[src/core/lbs_pkg.sv]
// Shared constants, codes and helper functions of the lite bus subordinate port
package lbs_pkg;

  localparam int LBS_ADDR_W  = 32;
  localparam int LBS_DATA_W  = 32;
  localparam int LBS_STRB_W  = 4;
  localparam int LBS_ID_W    = 4;
  localparam int LBS_DEPTH   = 16;
  localparam int LBS_IDX_W   = 4;
  localparam int LBS_IDX_LSB = 2;
  localparam int LBS_PROT_W  = 3;
  localparam int LBS_PROT_NS = 1;

  localparam logic [LBS_IDX_W-1:0]  LBS_SECURE_FIRST = 4'hC;
  localparam logic [1:0]            LBS_RESP_OKAY    = 2'h0;
  localparam logic [1:0]            LBS_RESP_SLVERR  = 2'h2;
  localparam logic [1:0]            LBS_RESP_DECERR  = 2'h3;
  localparam logic [2:0]            LBS_SIZE_BYTE    = 3'h0;
  localparam logic [2:0]            LBS_SIZE_HALF    = 3'h1;
  localparam logic [LBS_DATA_W-1:0] LBS_WORD_RESET   = 32'h0;

  // Byte lanes active for a transfer size at a byte offset
  function automatic logic [LBS_STRB_W-1:0] lbs_lane_mask(input logic [2:0] size, input logic [1:0] lo);
    logic [LBS_STRB_W-1:0] m;
    m = 4'hF;
    case (size)
      LBS_SIZE_BYTE: m = 4'h1 << lo;
      LBS_SIZE_HALF: m = lo[1] ? 4'hC : 4'h3;
      default:       m = 4'hF;
    endcase
    return m;
  endfunction

  // One bit per lane widened to a full byte mask
  function automatic logic [LBS_DATA_W-1:0] lbs_expand(input logic [LBS_STRB_W-1:0] lanes);
    logic [LBS_DATA_W-1:0] m;
    m = '0;
    for (int i = 0; i < LBS_STRB_W; i++)
    begin
      m[8*i +: 8] = {8{lanes[i]}};
    end
    return m;
  endfunction

  // Odd parity per byte lane
  function automatic logic [LBS_STRB_W-1:0] lbs_byte_parity(input logic [LBS_DATA_W-1:0] d);
    logic [LBS_STRB_W-1:0] p;
    p = '0;
    for (int i = 0; i < LBS_STRB_W; i++)
    begin
      p[i] = ~(^d[8*i +: 8]);
    end
    return p;
  endfunction

  // Address falls inside the storage window
  function automatic logic lbs_in_range(input logic [LBS_ADDR_W-1:0] a);
    return (a >> (LBS_IDX_LSB + LBS_IDX_W)) == '0;
  endfunction

endpackage

[src/core/lbs_byte_merge.sv]
// Byte-lane merge of new write data into a stored word
`timescale 1ns/1ps
module lbs_byte_merge
  import lbs_pkg::*;
(
  input  wire logic [LBS_DATA_W-1:0] old_word,
  input  wire logic [LBS_DATA_W-1:0] new_word,
  input  wire logic [LBS_STRB_W-1:0] lanes,
  output logic      [LBS_DATA_W-1:0] merged
);

  logic [LBS_DATA_W-1:0] keep;

  // Lanes without a strobe keep their old byte
  assign keep   = lbs_expand(lanes);
  assign merged = (new_word & keep) | (old_word & ~keep);

endmodule

[src/core/lbs_subordinate.sv]
// Single-beat lite bus subordinate port with word storage
// Functional notes
// - Responses carry the request's own ID
// - Responses in order or out of order
// - Write size accepted, may pick written bytes
// - Only strobed byte lanes are written
// - All-zero strobe write completes normally, unchanged
// - Read size accepted, may mask inactive lanes
// - Three-bit protection, only secure bit interpreted
// - Optional unique-ID, trace, poison signals
// - Optional parity signals over the read data channel only
`timescale 1ns/1ps
module lbs_subordinate
  import lbs_pkg::*;
(
  input  wire logic                  clk,
  input  wire logic                  resetn,
  input  wire logic                  awvalid,
  output logic                       awready,
  input  wire logic [LBS_ADDR_W-1:0] awaddr,
  input  wire logic [LBS_PROT_W-1:0] awprot,
  input  wire logic [LBS_ID_W-1:0]   awid,
  input  wire logic                  awidunq,
  input  wire logic [2:0]            awsize,
  input  wire logic                  awtrace,
  input  wire logic                  wvalid,
  output logic                       wready,
  input  wire logic [LBS_DATA_W-1:0] wdata,
  input  wire logic [LBS_STRB_W-1:0] wstrb,
  input  wire logic                  wtrace,
  input  wire logic                  wpoison,
  output logic                       bvalid,
  input  wire logic                  bready,
  output logic [1:0]                 bresp,
  output logic [LBS_ID_W-1:0]        bid,
  output logic                       bidunq,
  output logic                       btrace,
  input  wire logic                  arvalid,
  output logic                       arready,
  input  wire logic [LBS_ADDR_W-1:0] araddr,
  input  wire logic [LBS_PROT_W-1:0] arprot,
  input  wire logic [LBS_ID_W-1:0]   arid,
  input  wire logic                  aridunq,
  input  wire logic [2:0]            arsize,
  input  wire logic                  artrace,
  output logic                       rvalid,
  input  wire logic                  rready,
  output logic [LBS_DATA_W-1:0]      rdata,
  output logic [1:0]                 rresp,
  output logic [LBS_ID_W-1:0]        rid,
  output logic                       ridunq,
  output logic                       rtrace,
  output logic                       rpoison,
  output logic [LBS_STRB_W-1:0]      rdatachk
);

  typedef struct packed {
    logic                                  aw_full;
    logic [LBS_ADDR_W-1:0]                 aw_addr;
    logic [LBS_PROT_W-1:0]                 aw_prot;
    logic [LBS_ID_W-1:0]                   aw_id;
    logic                                  aw_idunq;
    logic [2:0]                            aw_size;
    logic                                  aw_trace;
    logic                                  w_full;
    logic [LBS_DATA_W-1:0]                 w_data;
    logic [LBS_STRB_W-1:0]                 w_strb;
    logic                                  w_trace;
    logic                                  w_poison;
    logic                                  b_valid;
    logic [1:0]                            b_resp;
    logic [LBS_ID_W-1:0]                   b_id;
    logic                                  b_idunq;
    logic                                  b_trace;
    logic                                  r_valid;
    logic [LBS_DATA_W-1:0]                 r_data;
    logic [1:0]                            r_resp;
    logic [LBS_ID_W-1:0]                   r_id;
    logic                                  r_idunq;
    logic                                  r_trace;
    logic                                  r_poison;
    logic [LBS_STRB_W-1:0]                 r_chk;
    logic [LBS_DEPTH-1:0][LBS_DATA_W-1:0]  mem;
    logic [LBS_DEPTH-1:0]                  poison_mem;
  } lbs_state_type;

  lbs_state_type s;
  lbs_state_type next_s;

  logic                  commit;
  logic [LBS_IDX_W-1:0]  w_idx;
  logic [LBS_IDX_W-1:0]  r_idx;
  logic [LBS_STRB_W-1:0] w_lanes;
  logic [LBS_STRB_W-1:0] r_lanes;
  logic [1:0]            w_resp;
  logic [1:0]            ar_resp;
  logic [LBS_DATA_W-1:0] w_merged;
  logic [LBS_DATA_W-1:0] r_word;

  // Ready only while the holding slot is free
  assign awready = !s.aw_full;
  assign wready  = !s.w_full;
  assign arready = !s.r_valid;

  // A write completes once address and data are both held and the response slot is free
  assign commit  = s.aw_full && s.w_full && !s.b_valid;
  assign w_idx   = s.aw_addr[LBS_IDX_LSB +: LBS_IDX_W];
  assign r_idx   = araddr[LBS_IDX_LSB +: LBS_IDX_W];
  assign w_lanes = s.w_strb & lbs_lane_mask(s.aw_size, s.aw_addr[1:0]);
  assign r_lanes = lbs_lane_mask(arsize, araddr[1:0]);

  // Non-secure access to the secure words is refused
  assign w_resp  = !lbs_in_range(s.aw_addr) ? LBS_RESP_DECERR :
                   (s.aw_prot[LBS_PROT_NS] && w_idx >= LBS_SECURE_FIRST) ? LBS_RESP_SLVERR : LBS_RESP_OKAY;
  assign ar_resp = !lbs_in_range(araddr) ? LBS_RESP_DECERR :
                   (arprot[LBS_PROT_NS] && r_idx >= LBS_SECURE_FIRST) ? LBS_RESP_SLVERR : LBS_RESP_OKAY;
  assign r_word  = s.mem[r_idx] & lbs_expand(r_lanes);

  lbs_byte_merge u_merge (
    .old_word (s.mem[w_idx]),
    .new_word (s.w_data),
    .lanes    (w_lanes),
    .merged   (w_merged)
  );

  always_comb
  begin
    next_s = s;
    if (awvalid && awready)
    begin
      next_s.aw_full  = 1'b1;
      next_s.aw_addr  = awaddr;
      next_s.aw_prot  = awprot;
      next_s.aw_id    = awid;
      next_s.aw_idunq = awidunq;
      next_s.aw_size  = awsize;
      next_s.aw_trace = awtrace;
    end
    if (wvalid && wready)
    begin
      next_s.w_full   = 1'b1;
      next_s.w_data   = wdata;
      next_s.w_strb   = wstrb;
      next_s.w_trace  = wtrace;
      next_s.w_poison = wpoison;
    end
    if (bvalid && bready)
    begin
      next_s.b_valid = 1'b0;
    end
    if (commit)
    begin
      next_s.aw_full = 1'b0;
      next_s.w_full  = 1'b0;
      next_s.b_valid = 1'b1;
      next_s.b_resp  = w_resp;
      next_s.b_id    = s.aw_id;
      next_s.b_idunq = s.aw_idunq;
      next_s.b_trace = s.aw_trace | s.w_trace;
      if (w_resp == LBS_RESP_OKAY)
      begin
        next_s.mem[w_idx] = w_merged;
        if (w_lanes != '0)
        begin
          next_s.poison_mem[w_idx] = s.w_poison;
        end
      end
    end
    if (rvalid && rready)
    begin
      next_s.r_valid = 1'b0;
    end
    if (arvalid && arready)
    begin
      next_s.r_valid  = 1'b1;
      next_s.r_resp   = ar_resp;
      next_s.r_id     = arid;
      next_s.r_idunq  = aridunq;
      next_s.r_trace  = artrace;
      next_s.r_data   = (ar_resp == LBS_RESP_OKAY) ? r_word : LBS_WORD_RESET;
      next_s.r_poison = (ar_resp == LBS_RESP_OKAY) && s.poison_mem[r_idx];
      next_s.r_chk    = lbs_byte_parity(next_s.r_data);
    end
  end

  always_ff @(posedge clk or negedge resetn)
  begin
    if (!resetn)
    begin
      s <= '0;
    end
    else
    begin
      s <= next_s;
    end
  end

  assign bvalid   = s.b_valid;
  assign bresp    = s.b_resp;
  assign bid      = s.b_id;
  assign bidunq   = s.b_idunq;
  assign btrace   = s.b_trace;
  assign rvalid   = s.r_valid;
  assign rdata    = s.r_data;
  assign rresp    = s.r_resp;
  assign rid      = s.r_id;
  assign ridunq   = s.r_idunq;
  assign rtrace   = s.r_trace;
  assign rpoison  = s.r_poison;
  assign rdatachk = s.r_chk;

  // Checks
  logic [LBS_ID_W-1:0] hold_awid;

  always_ff @(posedge clk or negedge resetn)
  begin
    if (!resetn)
    begin
      hold_awid <= '0;
    end
    else if (awvalid && awready)
    begin
      hold_awid <= awid;
    end
  end
endmodule

[config.mk]
export PLATFORM = sky130hd
export DESIGN_NAME = lbs_subordinate
export DESIGN_NICKNAME = d
export VERILOG_FILES = /design/src/core/lbs_pkg.sv /design/src/core/lbs_byte_merge.sv /design/src/core/lbs_subordinate.sv
export SDC_FILE = /design/constraint.sdc
export NUM_CORES = 1
export LEC_CHECK = 0
export ABC_AREA = 1
export CAP_MARGIN = 20
export CORE_UTILIZATION = 45
export DETAILED_ROUTE_END_ITERATION = 7
export DONT_BUFFER_PORTS = 1
export SLEW_MARGIN = 10
export SYNTH_ARGS = -nofsm -noshare
export SYNTH_HDL_FRONTEND = slang
export SYNTH_SLANG_ARGS = --single-unit
[constraint.sdc]
create_clock -name clk -period 2.8 [get_ports clk]
set_clock_uncertainty 0.2 [all_clocks]
set_input_delay 0.28 -clock clk [delete_from_list [all_inputs] [get_ports clk]]
set_output_delay 0.28 -clock clk [all_outputs]
set_load 0.05 [all_outputs]
# Word level (Yosys, flattened, before mapping)
# Cells that the tools add are included.
# totals
register_bits	667
in_bits	133
elab_cells	123
# classes
muxes	29
n_eq_ne	2
shifts	2
reduce_logical	32
n_bitwise	11
order_cmp	5
# ops
cell	n
bitwise mux 512 bit	1
binary-select mux 32 bit (select 4 bit)	2
demux 32 bit (select 4 bit)	1
2-to-1 mux 32 bit	4
bitwise AND 32 bit	3
zero test 32 bit	2
2-to-1 mux 46 bit	1
2-to-1 mux 45 bit	1
2-to-1 mux 39 bit	1
inverter 32 bit	1
OR 32 bit	1
XOR reduction 8 bit	4
bitwise mux 16 bit	1
case mux 4 bit (2 select lines)	2
logical AND 1 bit	11
< comparator 4 x 5 -> 1 bit (second input constant)	2
2-to-1 mux 9 bit	1
greater-or-equal comparator 4 bit (second input constant)	2
2-to-1 mux 2 bit	4
2-to-1 mux 4 bit	2
nonzero test 2 bit	4
left shift 1 x 2 -> 4 bit (first input constant)	2
== test 3 x 1 -> 1 bit (second input constant)	2
zero test 3 bit	2
other kinds (12)	24

# Longest topological paths before layout
# depth
word_depth	9
mapped_depth	21

# Hierarchy
# A second synthesis with hierarchy kept.
# unflattened
hier_cells	4447
area_unflattened_um2	35151.2
# by_module_without_submodules
mod	n_inst	cells_each	seq_area_each_um2	area_per_inst_um2
lbs_subordinate	1	4343	16641.0	34730.8
lbs_byte_merge	1	104	0.0	420.4

# Worst setup path before layout
# Ideal clock, no wire load.
# synth_timing
kind	register to register
start	register s (netlist bit bvalid)
end	register s[295] in the netlist's numbering
path_buffers	3
arrival_ps	2122
path_stages_with_launch	10
setup_time_ps	119
setup_slack_ps	359
required_ps	2481
path_cell_list	dfrtp_1 -> nor3_2 -> nand3_2 -> buf_6 -> nor3_4 -> inv_2 -> buf_2 -> buf_2 -> nand2_1 -> nand2_1
# synth_via
elab_chain_cells	3
# synth_rtl
item	line_no	rtl
start, declared	lbs_subordinate.sv:87	lbs_state_type s;
start signal, assigned	lbs_subordinate.sv:194	s <= next_s;
zero test 1 bit	lbs_subordinate.sv:106	assign commit = s.aw_full && s.w_full && !s.b_valid;
logical AND 1 bit	lbs_subordinate.sv:106	
AND reduction 2 bit (no line)	-	
# Every way passes these cells.
# A chain may end at the register's enable or synchronous reset.

# Final worst setup path
# layout_timing
start	input port araddr[4]
end	register s (netlist bit rdata[7])
# layout_via
elab_chain_cells	6
word_cells_on_any_way	9
# layout_rtl
item	line_no	rtl
start, declared	lbs_subordinate.sv:40	input wire logic [LBS_ADDR_W-1:0] araddr,
greater-or-equal comparator 4 bit	lbs_subordinate.sv:116	(arprot[LBS_PROT_NS] && r_idx >= LBS_SECURE_FIRST) ? LBS_RESP_SLVERR : LBS_RESP_OKAY;
logical AND 1 bit	lbs_subordinate.sv:116	
2-to-1 mux 2 bit	lbs_subordinate.sv:116	
2-to-1 mux 2 bit	lbs_subordinate.sv:115	assign ar_resp = !lbs_in_range(araddr) ? LBS_RESP_DECERR :
zero test 2 bit	lbs_subordinate.sv:180	next_s.r_data = (ar_resp == LBS_RESP_OKAY) ? r_word : LBS_WORD_RESET;
2-to-1 mux 32 bit *	lbs_subordinate.sv:180	
# Mark *: on every way between the ends. The rest lies on a longest branch, timed or not. The select of a mux whose other input is x is not followed.

==> summary.md <==
| Metric | Value |
|---|---|
| GRT busiest layer | `met2` |
| RSZ-0062 raised after global routing | `yes` |
| Pre-CTS setup slack | `35.24 ps` |
| Crit path max fanout | `32` |
| R2R Path End | `s[104]` |
| Crit share post-route | `97.99%` |
| Clock-pin slew on the worst setup and hold paths | `60 ps` |
| Drt first-iter violations | `4605` |
| Failing checks | `design-rule violations, negative hold slack` |
| Core Box Area | `77590 um^2` |
| WL per Instance | `23.74 um` |
| Max Cap Violations | `0` |
| Largest stage delay, worst path | `1080 ps` |
| Starting Density | `45.55%` |
| Grt ovf | `0` |
| Count of cell types in the netlist | `47` |
| Final setup viols | `0` |
| Fillers | `7440` |
| I/O pin count | `191` |
| Met1 Use GR | `47.99%` |
| Drt via density | `5.959` |
| FF-to-FF path depth | `7` |
| Largest net degree at the start of global routing | `666` |
| Slowest cell on crit path | `dlygate4sd3_1` |
| Count leader, synth | `nand2_1` |
| Die Y | `282.3 um` |
| Clock sink count | `665` |
| R2R Path Start | `s[637]` |
| IO Port Bufs | `0` |
| Met2 Use GR | `48.44%` |
| Pwr dens | `780.9 nW/um^2` |
| Hold Vio Cnt, Final | `96` |
| Slew @ Worst Pin | `1247 ps` |
| CP cell instances | `dlygate4sd3_1, nand3_1, nand3_1, dlygate4sd3_1, nand4_1, dlygate4sd3_1, o21ai_0` |
| Cells after DPL | `5393` |
| DR pass1 iterations | `8` |
| Clock root buffer | `clkbuf_16` |
| Most common flop cell mapped by yosys | `dfrtp_1` |
| Flops & latches, synth | `665` |
| F_max | `364.5 MHz` |
| Antenna Violating Nets Remaining | `0` |
| Mean post-synth cell area | `7.714 um^2` |
| Startpoint types | `input pin` |
| Async SR Flop Fraction | `100.0%` |
| DRT Wirelength | `134300 um` |
| DIE WIDTH | `282.3 um` |
| Initial antenna violation count | `3` |
| Area of the die | `79670 um^2` |
| Final hold slack | `-638.2 ps` |
| Hpwl dp | `78020 um` |
| Nets | `4691` |
| CTS tree | `built` |
| GRT Total Usage | `33.73%` |
| WP data arrival | `3070 ps` |
| Worst-skew pair later-pin latency | `640 ps` |
| FP Rows | `102` |
| Final min period | `2744 ps` |
| Layout cells sized above 1 | `10.57%` |
| DRC | `4` |
| VDD IR max | `676.5 uV` |
| Worst setup path category | `in -> reg` |
| Worst slew margin | `16.89%` |
| Area contributors post-synth | `dfrtp_1 47%, nand2_1 19%, nand3_1 8.9%` |
| Post-synthesis sequential area ratio | `47.08%` |
| Met3 Use GR | `8.590%` |
| Hold Crit Class | `in -> async` |
| Req. time, crit path | `3130 ps` |
| Setup TNS | `0 ps` |
| Bufs on Longest Clock Path | `3` |
| Ys Warns | `0` |
| Synth top area share | `47.08%` |
| CTS buffer count | `77` |
| Cell accounting for the most synthesized area | `dfrtp_1` |
| Htree depth | `3` |
| Synthesized area | `35340 um^2` |
| Status | `finished, violations left` |
| Area Growth Syn to Fin | `15.40%` |
| Syn_nets | `4715` |
| Vias | `33720` |
| Synthesized instance count | `4582` |
| CP Capture Type | `register` |
| Layout Utilization | `52.57%` |
| Post-synth EDFFs | `0` |
| First-pass GRT wire length | `201300 um` |
| Leakage | `18.72 nW` |
| Worst Slack Setup Final | `56.41 ps` |
| Synth cell count leaders | `1789 x nand2_1, 665 x dfrtp_1, 631 x nand3_1` |
| Slew Viols, Final | `0` |
| Final Wtd Congestion | `0.9018` |
| Non-Filler Instances | `5658` |
| Most frequent CP cell | `dlygate4sd3_1` |
| Reg2Reg Setup Slack | `90 ps` |
| Number of global-route vias before repair | `31440` |
## per-stage QoR
step | power [mW] | instance area (um^2) | hold slack, ps
after floorplan | 16.84 | 35340 | -215.6
after global placement | 20.71 | 36860 | -147.1
after detailed placement | 20.77 | 36860 | -149.7
after CTS | 31.31 | 40620 | -809.8
after global routing | 32.83 | 40780 | -594.0
final | 31.85 | 40790 | -638.2
## worst max-delay path: cells and delay by family
kind | cells | cell delay (ps)
and+or+nand+nor | 3 | 440
buffers and inverters | 3 | 2220
AOI/OAI and AO/OA | 1 | 130
## final cells by class
cell class              count  area (um^2)  area share (%)
flip-flops and latches    665        16640           40.80
multi-input cells        3403        16350           40.08
repair buffers            308         3533           8.663
clock buffers             116         2286           5.604
well taps                1040         1301           3.190
inverters                 103        405.4          0.9939
clock inverters            21        266.5          0.6534
diodes                      2        5.005         0.01227
## cells by family after synthesis
logic type                synth area share, %
AOI/OAI and AO/OA                       12.05
buffers and inverters                   6.804
and+or+nand+nor                         31.74
xor gates and xnor gates               0.1239
DFF                                     47.08
muxes                                   2.198
## registers in the layout, indices dropped and copies added, names as in the netlist, 2 cells and up
| name | cells |
|---|---|
| s | 610 |
| bid | 4 |
| rresp | 2 |
| rid | 4 |
| rdata | 32 |
| rdatachk | 4 |
| bresp | 2 |
## layer usage
metal / routed length, um / up-vias
li1: - / 15220
met1: 55450 / 16150
met2: 56520 / 1977
met3: 16330 / 373
met4: 6018 / 2
met5: 18 / -
## power breakdown
group	total, mW	switching [mW]	internal (mW)
Combinational	10.2	7.38	2.83
Sequential	11.3	1.01	10.3
Clock	10.3	4.23	6.10
## cell usage in the layout, fill, tap and decap left out, drive strengths merged
master       count
nand4           43
buf            187
o22ai            6
nor4            16
o2111ai          6
bufinv           5
nor2            73
a211oi           8
diode            2
a41oi            5
o31ai            8
and2             1
o21a             1
clkinv          15
a221oi           6
nand3          642
inv            102
dfrtp          665
a22oi          189
clkbuf         116
a22o             5
nor3            33
or2             17
o41ai            4
mux2            69
nand3b           2
dlygate4sd3    121
clkinvlp         2
o211ai           1
a31oi           18
o21ai          329
nand2         1801
a21oi          115
xnor2            5
## worst max-delay path by stage
stage	cells past startpoint	from	end	slack (ps)
after floorplan	9	bvalid	s[295]	360
after global placement	9	s[637]	s[469]	90
after detailed placement	9	s[637]	s[437]	40
after CTS	9	s[637]	s[437]	10
after global routing	16	araddr[26]	rdatachk[2]	-20
final	7	araddr[4]	rdata[7]	60
## repair_timing
action,4_1_cts,5_1_grt
hold buffers,121,1
gates resized for setup,0,5
hold endpoints to repair,779,319
buffers inserted,0,1
setup endpoints to repair,0,44
Note: power is estimated with default switching activity, not from simulation.
